File: config.mk
export PLATFORM = sky130hd
export DESIGN_NAME = ccm_access
export DESIGN_NICKNAME = d
export VERILOG_FILES = /design/src/hw/ccm_access.v
export VERILOG_INCLUDE_DIRS = /design/src /design/src/shared
export SDC_FILE = /design/constraint.sdc
export NUM_CORES = 2
export LEC_CHECK = 0
export BUFFER_PORTS_ARGS = -buffer_cell sky130_fd_sc_hd__buf_2
export CAP_MARGIN = 20
export CORE_ASPECT_RATIO = 1.2
export CORE_MARGIN = 3
export CORE_UTILIZATION = 26
export DETAILED_ROUTE_END_ITERATION = 10
export GPL_TIMING_DRIVEN = 1
export PLACE_DENSITY_LB_ADDON = 0.3
export SLEW_MARGIN = 10
export SYNTH_ARGS = -nofsm -noshare
export SYNTH_HDL_FRONTEND = slang
export SYNTH_SLANG_ARGS = --single-unit
File: constraint.sdc
create_clock -name clk_sys -period 13.25 [get_ports clk_sys]
set_input_delay 2.65 -clock clk_sys [delete_from_list [all_inputs] [get_ports clk_sys]]
set_output_delay 2.65 -clock clk_sys [all_outputs]
set_load 0.01 [all_outputs]
File: src/shared/ccm_defines.vh
// constants for the control-channel register access engine
// assumes a single 50 MHz system clock and a 1-byte-per-frame uart link
`ifndef CCM_DEFINES_VH
`define CCM_DEFINES_VH
// ****************
// frame values
// ****************
`define CCM_SYNC_BYTE 8'h79
`define CCM_ACK_BYTE 8'hC3
// ****************
// timing
// ****************
`define CCM_IDLE_BITS_LOG2 5
`define CCM_BITLEN_RST 16'h01B2
`define CCM_FRAME_LAST_BIT 4'hA
// ****************
// reset values and crc parameter defaults
// ****************
`define CCM_ERR_CNT_RST 8'h00
`define CCM_MSG_CNT_RST 16'h0000
`define CCM_CRC_POLY_DEF 8'h07
`define CCM_CRC_INIT_DEF 8'h00
`endif

File: src/hw/ccm_access.v
// uart register access engine with optional crc and message counter
// register file sits outside: write strobes out, read data back one cycle
// after the read strobe; enables and threshold come from that register file
`include "ccm_defines.vh"

module ccm_access #(
  parameter [7:0] CRC_POLY = `CCM_CRC_POLY_DEF,
  parameter [7:0] CRC_INIT = `CCM_CRC_INIT_DEF
) (
  input wire clk_sys,
  input wire resetn,
  input wire uart_rx,
  output reg uart_tx_q,
  input wire [6:0] dev_addr,
  input wire crc_en,
  input wire msgcnt_en,
  input wire [7:0] err_thresh,
  input wire err_thresh_wr,
  input wire err_cnt_clr,
  input wire msg_cnt_clr,
  input wire i2c_dev_addr_seen,
  output reg reg_wr_q,
  output reg reg_rd_q,
  output reg [15:0] reg_addr_q,
  output reg [7:0] reg_wdata_q,
  input wire [7:0] reg_rdata,
  output reg [15:0] msg_cnt_q,
  output reg [7:0] err_cnt_q,
  output reg error_alert_n_q
);

  localparam [1:0] RX_IDLE = 2'd0;
  localparam [1:0] RX_CAL = 2'd1;
  localparam [1:0] RX_BITS = 2'd2;

  localparam [3:0] S_SYNC = 4'd0;
  localparam [3:0] S_DEV = 4'd1;
  localparam [3:0] S_RAL = 4'd2;
  localparam [3:0] S_RAH = 4'd3;
  localparam [3:0] S_CNT = 4'd4;
  localparam [3:0] S_MCL = 4'd5;
  localparam [3:0] S_MCH = 4'd6;
  localparam [3:0] S_DAT = 4'd7;
  localparam [3:0] S_CRC = 4'd8;
  localparam [3:0] S_ACK = 4'd9;
  localparam [3:0] S_APPLY = 4'd10;
  localparam [3:0] S_RMSG = 4'd11;
  localparam [3:0] S_RREQ = 4'd12;
  localparam [3:0] S_RDAT = 4'd13;
  localparam [3:0] S_RCRC = 4'd14;
  localparam [3:0] S_DROP = 4'd15;

  // one crc step, msb first
  function [7:0] crc8_f;
    input [7:0] c;
    input [7:0] d;
    integer i;
    reg [7:0] r;
    begin
      r = c;
      for (i = 7; i >= 0; i = i - 1) begin
        if (r[7] ^ d[i])
          r = {r[6:0], 1'b0} ^ CRC_POLY;
        else
          r = {r[6:0], 1'b0};
      end
      crc8_f = r;
    end
  endfunction

  // ****************
  // input synchroniser and idle detect
  // ****************
  reg rx_meta_q;
  reg rx_s_q;
  reg rx_prev_q;
  reg [20:0] hi_cnt_q;
  reg idle_hit_q;
  reg [15:0] bitlen_q;
  wire [20:0] idle_lim = {bitlen_q, `CCM_IDLE_BITS_LOG2'b0};
  wire rx_fall = rx_prev_q & ~rx_s_q;

  always @(posedge clk_sys or negedge resetn) begin
    if (!resetn) begin
      rx_meta_q <= 1'b1;
      rx_s_q <= 1'b1;
      rx_prev_q <= 1'b1;
      hi_cnt_q <= 21'h000000;
      idle_hit_q <= 1'b0;
    end else begin
      rx_meta_q <= uart_rx;
      rx_s_q <= rx_meta_q;
      rx_prev_q <= rx_s_q;
      idle_hit_q <= 1'b0;
      if (!rx_s_q)
        hi_cnt_q <= 21'h000000;
      else if (hi_cnt_q < idle_lim) begin
        hi_cnt_q <= hi_cnt_q + 21'h000001;
        if (hi_cnt_q == idle_lim - 21'h000001)
          idle_hit_q <= 1'b1;
      end
    end
  end

  // ****************
  // frame receiver with sync calibration
  // ****************
  reg [3:0] st_q;
  reg [1:0] rxst_q;
  reg [15:0] rcnt_q;
  reg [3:0] ridx_q;
  reg [8:0] rsh_q;
  reg rx_done_q;
  reg rx_ok_q;
  reg [7:0] rx_byte_q;
  reg seen_hi_q;

  always @(posedge clk_sys or negedge resetn) begin
    if (!resetn) begin
      rxst_q <= RX_IDLE;
      rcnt_q <= 16'h0000;
      ridx_q <= 4'h0;
      rsh_q <= 9'h000;
      rx_done_q <= 1'b0;
      rx_ok_q <= 1'b0;
      rx_byte_q <= 8'h00;
      seen_hi_q <= 1'b0;
      bitlen_q <= `CCM_BITLEN_RST;
    end else begin
      rx_done_q <= 1'b0;
      case (rxst_q)
        RX_IDLE: begin
          if (rx_fall) begin
            ridx_q <= 4'h0;
            seen_hi_q <= 1'b0;
            if (st_q == S_SYNC) begin
              rxst_q <= RX_CAL;
              rcnt_q <= 16'h0001;
            end else begin
              rxst_q <= RX_BITS;
              rcnt_q <= {1'b0, bitlen_q[15:1]};
            end
          end
        end
        RX_CAL: begin
          // start low, d0 high, d1 low: two falls are two bits apart
          rcnt_q <= rcnt_q + 16'h0001;
          if (rx_s_q)
            seen_hi_q <= 1'b1;
          if (&rcnt_q)
            rxst_q <= RX_IDLE;
          else if (seen_hi_q && rx_fall) begin
            bitlen_q <= {1'b0, rcnt_q[15:1]};
            rcnt_q <= {2'b00, rcnt_q[15:2]};
            rsh_q <= 9'h001;
            ridx_q <= 4'h2;
            rxst_q <= RX_BITS;
          end
        end
        RX_BITS: begin
          if (rcnt_q != 16'h0000)
            rcnt_q <= rcnt_q - 16'h0001;
          else begin
            rcnt_q <= bitlen_q - 16'h0001;
            ridx_q <= ridx_q + 4'h1;
            if (ridx_q == 4'h0) begin
              if (rx_s_q)
                rxst_q <= RX_IDLE;
            end else if (ridx_q == `CCM_FRAME_LAST_BIT) begin
              rxst_q <= RX_IDLE;
              rx_done_q <= 1'b1;
              rx_byte_q <= rsh_q[7:0];
              rx_ok_q <= rx_s_q & ~(^rsh_q);
            end else
              rsh_q[ridx_q - 4'h1] <= rx_s_q;
          end
        end
        default: rxst_q <= RX_IDLE;
      endcase
    end
  end

  // ****************
  // frame transmitter
  // ****************
  reg tx_go_q;
  reg [7:0] tx_byte_q;
  reg tx_busy_q;
  reg [15:0] tcnt_q;
  reg [3:0] tidx_q;
  reg [9:0] tsh_q;
  wire tx_ready = ~tx_busy_q & ~tx_go_q;

  always @(posedge clk_sys or negedge resetn) begin
    if (!resetn) begin
      uart_tx_q <= 1'b1;
      tx_busy_q <= 1'b0;
      tcnt_q <= 16'h0000;
      tidx_q <= 4'h0;
      tsh_q <= 10'h3FF;
    end else if (tx_go_q) begin
      uart_tx_q <= 1'b0;
      tsh_q <= {1'b1, ^tx_byte_q, tx_byte_q};
      tx_busy_q <= 1'b1;
      tcnt_q <= bitlen_q - 16'h0001;
      tidx_q <= 4'h0;
    end else if (tx_busy_q) begin
      if (tcnt_q != 16'h0000)
        tcnt_q <= tcnt_q - 16'h0001;
      else begin
        tcnt_q <= bitlen_q - 16'h0001;
        tidx_q <= tidx_q + 4'h1;
        if (tidx_q == `CCM_FRAME_LAST_BIT) begin
          tx_busy_q <= 1'b0;
          uart_tx_q <= 1'b1;
        end else begin
          uart_tx_q <= tsh_q[0];
          tsh_q <= {1'b1, tsh_q[9:1]};
        end
      end
    end
  end

  // ****************
  // packet sequencer
  // ****************
  reg rw_q;
  reg [7:0] cnt_q;
  reg [7:0] idx_q;
  reg [7:0] mcl_q;
  reg [7:0] crc_q;
  reg sub_q;
  reg err_evt_q;
  reg cnt_evt_q;
  reg [7:0] buf_mem [0:255];
  wire rx_state = (st_q <= S_CRC) || (st_q == S_DROP);
  wire last_byte = (idx_q == cnt_q - 8'h01);
  wire [7:0] crc_next = crc8_f(crc_q, rx_byte_q);

  always @(posedge clk_sys) begin
    if (st_q == S_DAT && rx_done_q && rx_ok_q)
      buf_mem[idx_q] <= rx_byte_q;
  end

  always @(posedge clk_sys or negedge resetn) begin
    if (!resetn) begin
      st_q <= S_SYNC;
      rw_q <= 1'b0;
      cnt_q <= 8'h00;
      idx_q <= 8'h00;
      mcl_q <= 8'h00;
      crc_q <= 8'h00;
      sub_q <= 1'b0;
      err_evt_q <= 1'b0;
      cnt_evt_q <= 1'b0;
      tx_go_q <= 1'b0;
      tx_byte_q <= 8'h00;
      reg_wr_q <= 1'b0;
      reg_rd_q <= 1'b0;
      reg_addr_q <= 16'h0000;
      reg_wdata_q <= 8'h00;
    end else begin
      err_evt_q <= 1'b0;
      cnt_evt_q <= 1'b0;
      tx_go_q <= 1'b0;
      reg_wr_q <= 1'b0;
      reg_rd_q <= 1'b0;
      if (rx_state && idle_hit_q)
        st_q <= S_SYNC;
      else if (rx_state && rx_done_q && !rx_ok_q && st_q != S_SYNC)
        st_q <= S_DROP;
      else begin
        case (st_q)
          S_SYNC: if (rx_done_q) begin
            // recalibrates on the next frame unless sync is exact
            if (rx_ok_q && rx_byte_q == `CCM_SYNC_BYTE) begin
              st_q <= S_DEV;
              crc_q <= crc8_f(CRC_INIT, rx_byte_q);
            end
          end
          S_DEV: if (rx_done_q) begin
            rw_q <= rx_byte_q[0];
            crc_q <= crc_next;
            st_q <= (rx_byte_q[7:1] == dev_addr) ? S_RAL : S_DROP;
          end
          S_RAL: if (rx_done_q) begin
            reg_addr_q[7:0] <= rx_byte_q;
            crc_q <= crc_next;
            st_q <= S_RAH;
          end
          S_RAH: if (rx_done_q) begin
            reg_addr_q[15:8] <= rx_byte_q;
            crc_q <= crc_next;
            st_q <= S_CNT;
          end
          S_CNT: if (rx_done_q) begin
            cnt_q <= rx_byte_q;
            idx_q <= 8'h00;
            sub_q <= 1'b0;
            if (rx_byte_q == 8'h00)
              st_q <= S_DROP;
            else if (rw_q)
              st_q <= S_ACK;
            else
              st_q <= msgcnt_en ? S_MCL : S_DAT;
          end
          S_MCL: if (rx_done_q) begin
            mcl_q <= rx_byte_q;
            crc_q <= crc_next;
            st_q <= S_MCH;
          end
          S_MCH: if (rx_done_q) begin
            crc_q <= crc_next;
            if ({rx_byte_q, mcl_q} != msg_cnt_q) begin
              err_evt_q <= 1'b1;
              st_q <= S_DROP;
            end else
              st_q <= S_DAT;
          end
          S_DAT: if (rx_done_q) begin
            crc_q <= crc_next;
            idx_q <= idx_q + 8'h01;
            if (crc_en) begin
              idx_q <= idx_q;
              st_q <= S_CRC;
            end else if (last_byte)
              st_q <= S_ACK;
          end
          S_CRC: if (rx_done_q) begin
            crc_q <= CRC_INIT;
            idx_q <= idx_q + 8'h01;
            if (rx_byte_q != crc_q) begin
              err_evt_q <= 1'b1;
              st_q <= S_DROP;
            end else
              st_q <= last_byte ? S_ACK : S_DAT;
          end
          S_ACK: begin
            if (!sub_q) begin
              tx_byte_q <= `CCM_ACK_BYTE;
              tx_go_q <= 1'b1;
              sub_q <= 1'b1;
            end else if (tx_ready) begin
              sub_q <= 1'b0;
              idx_q <= 8'h00;
              if (!rw_q)
                st_q <= S_APPLY;
              else
                st_q <= msgcnt_en ? S_RMSG : S_RREQ;
            end
          end
          S_APPLY: begin
            reg_wr_q <= 1'b1;
            reg_wdata_q <= buf_mem[idx_q];
            if (idx_q != 8'h00)
              reg_addr_q <= reg_addr_q + 16'h0001;
            idx_q <= idx_q + 8'h01;
            if (last_byte) begin
              cnt_evt_q <= 1'b1;
              st_q <= S_SYNC;
            end
          end
          S_RMSG: if (tx_ready) begin
            // counter goes out low byte first, ahead of data
            tx_byte_q <= sub_q ? msg_cnt_q[15:8] : msg_cnt_q[7:0];
            crc_q <= crc8_f(crc_q, sub_q ? msg_cnt_q[15:8] :
              msg_cnt_q[7:0]);
            tx_go_q <= 1'b1;
            sub_q <= ~sub_q;
            if (sub_q)
              st_q <= S_RREQ;
          end
          S_RREQ: begin
            if (!sub_q) begin
              reg_rd_q <= 1'b1;
              sub_q <= 1'b1;
            end else begin
              sub_q <= 1'b0;
              st_q <= S_RDAT;
            end
          end
          S_RDAT: if (tx_ready) begin
            tx_byte_q <= reg_rdata;
            crc_q <= crc8_f(idx_q == 8'h00 ? crc_q : CRC_INIT,
              reg_rdata);
            tx_go_q <= 1'b1;
            if (crc_en)
              st_q <= S_RCRC;
            else begin
              idx_q <= idx_q + 8'h01;
              reg_addr_q <= reg_addr_q + 16'h0001;
              st_q <= last_byte ? S_SYNC : S_RREQ;
              cnt_evt_q <= last_byte;
            end
          end
          S_RCRC: if (tx_ready) begin
            tx_byte_q <= crc_q;
            tx_go_q <= 1'b1;
            idx_q <= idx_q + 8'h01;
            reg_addr_q <= reg_addr_q + 16'h0001;
            st_q <= last_byte ? S_SYNC : S_RREQ;
            cnt_evt_q <= last_byte;
          end
          S_DROP: ;
          default: st_q <= S_SYNC;
        endcase
      end
    end
  end

  // ****************
  // message and error counters
  // ****************
  always @(posedge clk_sys or negedge resetn) begin
    if (!resetn) begin
      msg_cnt_q <= `CCM_MSG_CNT_RST;
      err_cnt_q <= `CCM_ERR_CNT_RST;
      error_alert_n_q <= 1'b1;
    end else begin
      if (msg_cnt_clr)
        msg_cnt_q <= {15'h0000, cnt_evt_q | i2c_dev_addr_seen};
      else
        msg_cnt_q <= msg_cnt_q + {15'h0000, cnt_evt_q}
          + {15'h0000, i2c_dev_addr_seen};
      if (err_cnt_clr || err_thresh_wr)
        err_cnt_q <= {7'h00, err_evt_q};
      else if (err_evt_q && err_cnt_q != 8'hFF)
        err_cnt_q <= err_cnt_q + 8'h01;
      error_alert_n_q <= ~(err_thresh != 8'h00 &&
        err_cnt_q >= err_thresh);
    end
  end

endmodule // ccm_access

==> metrics.md <==
| Metric | Value |
|---|---|
| R2r setup slk | between 7 and 8 ns |
| Grt total ovfl | 0 |
| Largest net degree at the start of global routing | 259 |
| Hpwl dp | 160000 um |
| Worst Clk Skew | 0.0930 ns |
| Number of H-tree levels | 4 |
| Largest family of logic cells by synthesized area | multiplexers |
| Number of port buffers | slightly above 80 |
| Critical path class | reg -> reg |
| Clk sinks | 2261 |
| TritonRoute pass-1 iters | 6 |
| Final hold violation count | 0 |
| CP cell instances | buf_4 > buf_4 > buf_4 > mux4_2 > mux2i_1 > nor2_1 > or3_1 > a2111oi_1 > nand4_1 > o32a_1 |
| Register area | 0.0669 mm^2 |
| Post-cts resize count | 0 |
| Data required, critical path | 14.03 ns |
| Final period util | 0.415 |
| Ports | 84 |
| Multiplexer share of the synthesized area | 0.153 |
| Initial antenna violation count | 7 |
| Setup ws final | 7.75 ns |
| Cell area after layout | 0.107 mm^2 |
| Pre-CTS setup slack | 7.61 ns |
| Drt drc | 0 |
| Vias/cell | 4.85 |
| Reg2Reg Launch Point | idx_q[0]$_DFFE_PN0P_ |
| Clock Tree Buf Depth | 4 |
| Cell mode on critical path | buf_4 |
| Maxcap violations | 0 |
| Slew HR | 0.142 |
| Leakage | 33.9 nW |
| Final #Nets | 5391 |
| Mapped Avg Cell Area | 18.1 um^2 |
| WHS Endpoint | rx_s_q$_DFF_PN1_ |
| Fin Setup TNS | 0 ns |
| Synth top area cells | edfxtp_1, mux4_2, dfrtp_1, nor2_1, xnor2_1 |
| Share of post-route cells with drive strength above 1 | 0.219 |
| Placed Area | 0.0995 mm^2 |
| Simple-Gate Fraction of Synth Area | 0.0490 |
| Final Critical Period | 5.50 ns |
| Ys Warns | 0 |
| CTS tree | yes |
| DRT iter0 DRCs | 5010 |
| Worst slew pin tran | 1.29 ns |
| Initial Utilization | 0.262 |
| Post-synth net total | 5281 |
| Root buffer cell | clkbuf_16 |
| Hold Slack | 0.362 ns |
| Vias in the first global route | between 50000 and 60000 |
| CP Capture Type | flop |
| Final wirelength | 259000 um |
| Worst reg-to-reg path cell count | 10 |
| Pwr/cell area | 145 mW/mm^2 |
| Core ar. | 0.358 mm^2 |
| Final Wtd Congestion | 0.818 |
| Area of the multi-input gates | approximately 0.025 mm^2 |
| First-pass GRT wire length | approximately 370000 um |
| Syn-to-layout area delta | 14.6% |
| Die height | 664 um |
| Standard-cell row count | 240 |
| Status | complete, no violations |
| Synth cell types | 83 |
| Reg2Reg Capture Point | reg_wdata_q[0]$_DFFE_PN0P_ |
| Synth Register Bits | approximately 2300 |
| Asr flop ratio synth | 0.0942 |
| CTS Buf Count | 239 |
| Worst vdd ir | 113 uV |
| Xor/xnor cell area share of the yosys netlist | 0.0198 |
| Die area | 0.368 mm^2 |
| Synth Area in Compound Gates | 0.0387 |
| Sequential area share after synthesis | 0.713 |
| Die width | roughly 550 um |
| EDFF count, synth | 2048 |
| Via count | 49500 |
| Cells after synthesis | about 5200 |
| Hold Buf Count CTS | 0 |
| Crit-path slowest cell | dfrtp_4 |
| Top-area cell type share of the netlist area | 0.656 |
| Final setup violation count | 0 |
| Mean routed wirelength per cell | roughly 25 um |
| Ys flop type | edfxtp_1 |
| CP Max Fanout | 45 |
| Gr usage total | 0.137 |
| CP startpoint | idx_q[0]$_DFFE_PN0P_ |
| Fmax | 182 MHz |
| Hold crit path type | reg -> reg |
| Hold Path Depth | 0 |
| Worst Path Arrival | 6.28 ns |
| Worst path max stage delay | 0.90 ns |
| Pins Over Slew Limit | 0 |
| Hold Startpoint | rx_meta_q$_DFF_PN1_ |
| RSZ-0062 raised after global routing | no |
| Clk Latency, worst-skew pair | 0.90 ns |
| Post-CTS setup repair buffer count | 0 |
| Adder-cell area share of the yosys netlist | 0.00769 |
| Worst setup SP type | flop |
| Layout fillers | 34800 |
| Reg clk slew, reported paths | ~0.070 ns |
| Antenna Nets Post-Route | 0 |
| Synth area leader | edfxtp_1 |
| Synth Cell Area | 0.0937 mm^2 |
## placed cells by master (no fill, tap or decap), drive strengths merged, types with 8 or more instances in the layout
cell    synthesis  routed
nor2b          24      24
a22o            9       9
mux2i         100     100
xor2           61      61
o22ai          34      34
inv            73      77
buf           130     180
nor3           44      44
o211ai         16      16
o31ai          30      30
nand4          31      31
nor2          414     414
a22oi          48      48
clkbuf        181     304
clkinv          0      95
mux2           24      24
nand2         248     248
ha             56      56
nor4           30      30
or2            12      12
o32a            8       8
a221oi         27      27
nand3         102     102
or3            21      21
a21oi         135     135
xnor2         151     151
o21ai         147     147
a21o           16      16
edfxtp       2048    2048
dfstp          19      19
a211oi         12      12
mux4          582     582
dfrtp         194     194
and3           15      15
a31oi          20      20
bufinv          0      25
or4            17      17
nand2b         20      20
and2            8       8
## worst max-delay path, delay by kind of cell (launching register included)
kind                   cells  cell delay, ns
buffers and inverters      3            2.32
DFF                        1            0.90
muxes                      2            0.79
AOI/OAI and AO/OA          2            0.74
and+or+nand+nor            3            0.56
## stage by stage
stage / power (mW) / utilization / cells
2_1_floorplan: 8.82 / - / 5192
3_3_place_gp: 9.07 / 0.278 / 9773
3_5_place_dp: 9.08 / 0.278 / 9774
4_1_cts: 15.8 / 0.300 / 10200
5_1_grt: 16.1 / 0.300 / 10200
6_report: 15.6 / 0.300 / 10200
## logic make-up after synthesis
group	count (synthesis)
and+or+nand+nor	1008
xor gates and xnor gates	212
adders and majority gates	57
DFF	2261
muxes	706
AOI/OAI and AO/OA	564
buffers and inverters	384
## report_power, final
group          switching (mW)  total, mW  internal, mW
Sequential              0.131       7.85          7.72
Combinational           0.607       1.05         0.445
Clock                    2.80       6.67          3.88
Total                    3.53       15.6          12.0
## flip-flops by register name, indices dropped and copies added (netlist names), 2 cells and up
register     count
ridx_q           4
tidx_q           4
hi_cnt_q        21
rxst_q           2
mcl_q            8
rcnt_q          16
reg_wdata_q      8
tcnt_q          16
err_cnt_q        8
crc_q            8
rsh_q            9
idx_q            8
buf_mem       2048
st_q             4
rx_byte_q        8
tsh_q            9
msg_cnt_q       16
tx_byte_q        8
reg_addr_q      16
cnt_q            8
bitlen_q        15
## Yosys cell counts, types with 40 or more instances
cell	count
ha_1	56
xnor2_1	151
nand3_1	101
nor2_1	414
inv_1	73
mux2i_1	100
dfrtp_1	194
nor3_1	40
xor2_1	61
clkbuf_1	181
mux4_2	582
a21oi_1	135
a22oi_1	48
edfxtp_1	2048
buf_2	57
o21ai_0	143
nand2_1	247
## worst max-delay path by stage
stage	endpoint	cells past startpoint	slack [ns]
CTS	reg_wdata_q[0]$_DFFE_PN0P_	10	7.58
detailed placement	reg_wdata_q[0]$_DFFE_PN0P_	10	7.61
global placement	reg_wdata_q[0]$_DFFE_PN0P_	10	7.52
global route	reg_wdata_q[0]$_DFFE_PN0P_	10	7.25
finish	reg_wdata_q[0]$_DFFE_PN0P_	10	7.75
floorplan	crc_q[1]$_DFFE_PN0P_	8	8.00
## routing by layer
metal	vias to the layer above	GRT usage	share of wire
met5	-	0	0.000050
met4	2	0.0394	0.030
met3	373	0.0210	0.058
met2	1605	0.236	0.50
met1	26500	0.178	0.41
li1	21100	-	-
## cell type report
| cell class | instances | area share |
|---|---|---|
| repair buffers | 180 | 0.0126 |
| multi-input cells | 2547 | 0.235 |
| flip-flops and latches | 2261 | 0.623 |
| inverters | 73 | 0.00255 |
| diodes | 4 | 0.0000932 |
| well taps | 4719 | 0.0550 |
| clock inverters | 129 | 0.0125 |
| clock buffers | 304 | 0.0595 |
Power figures use the tool's default switching activity.
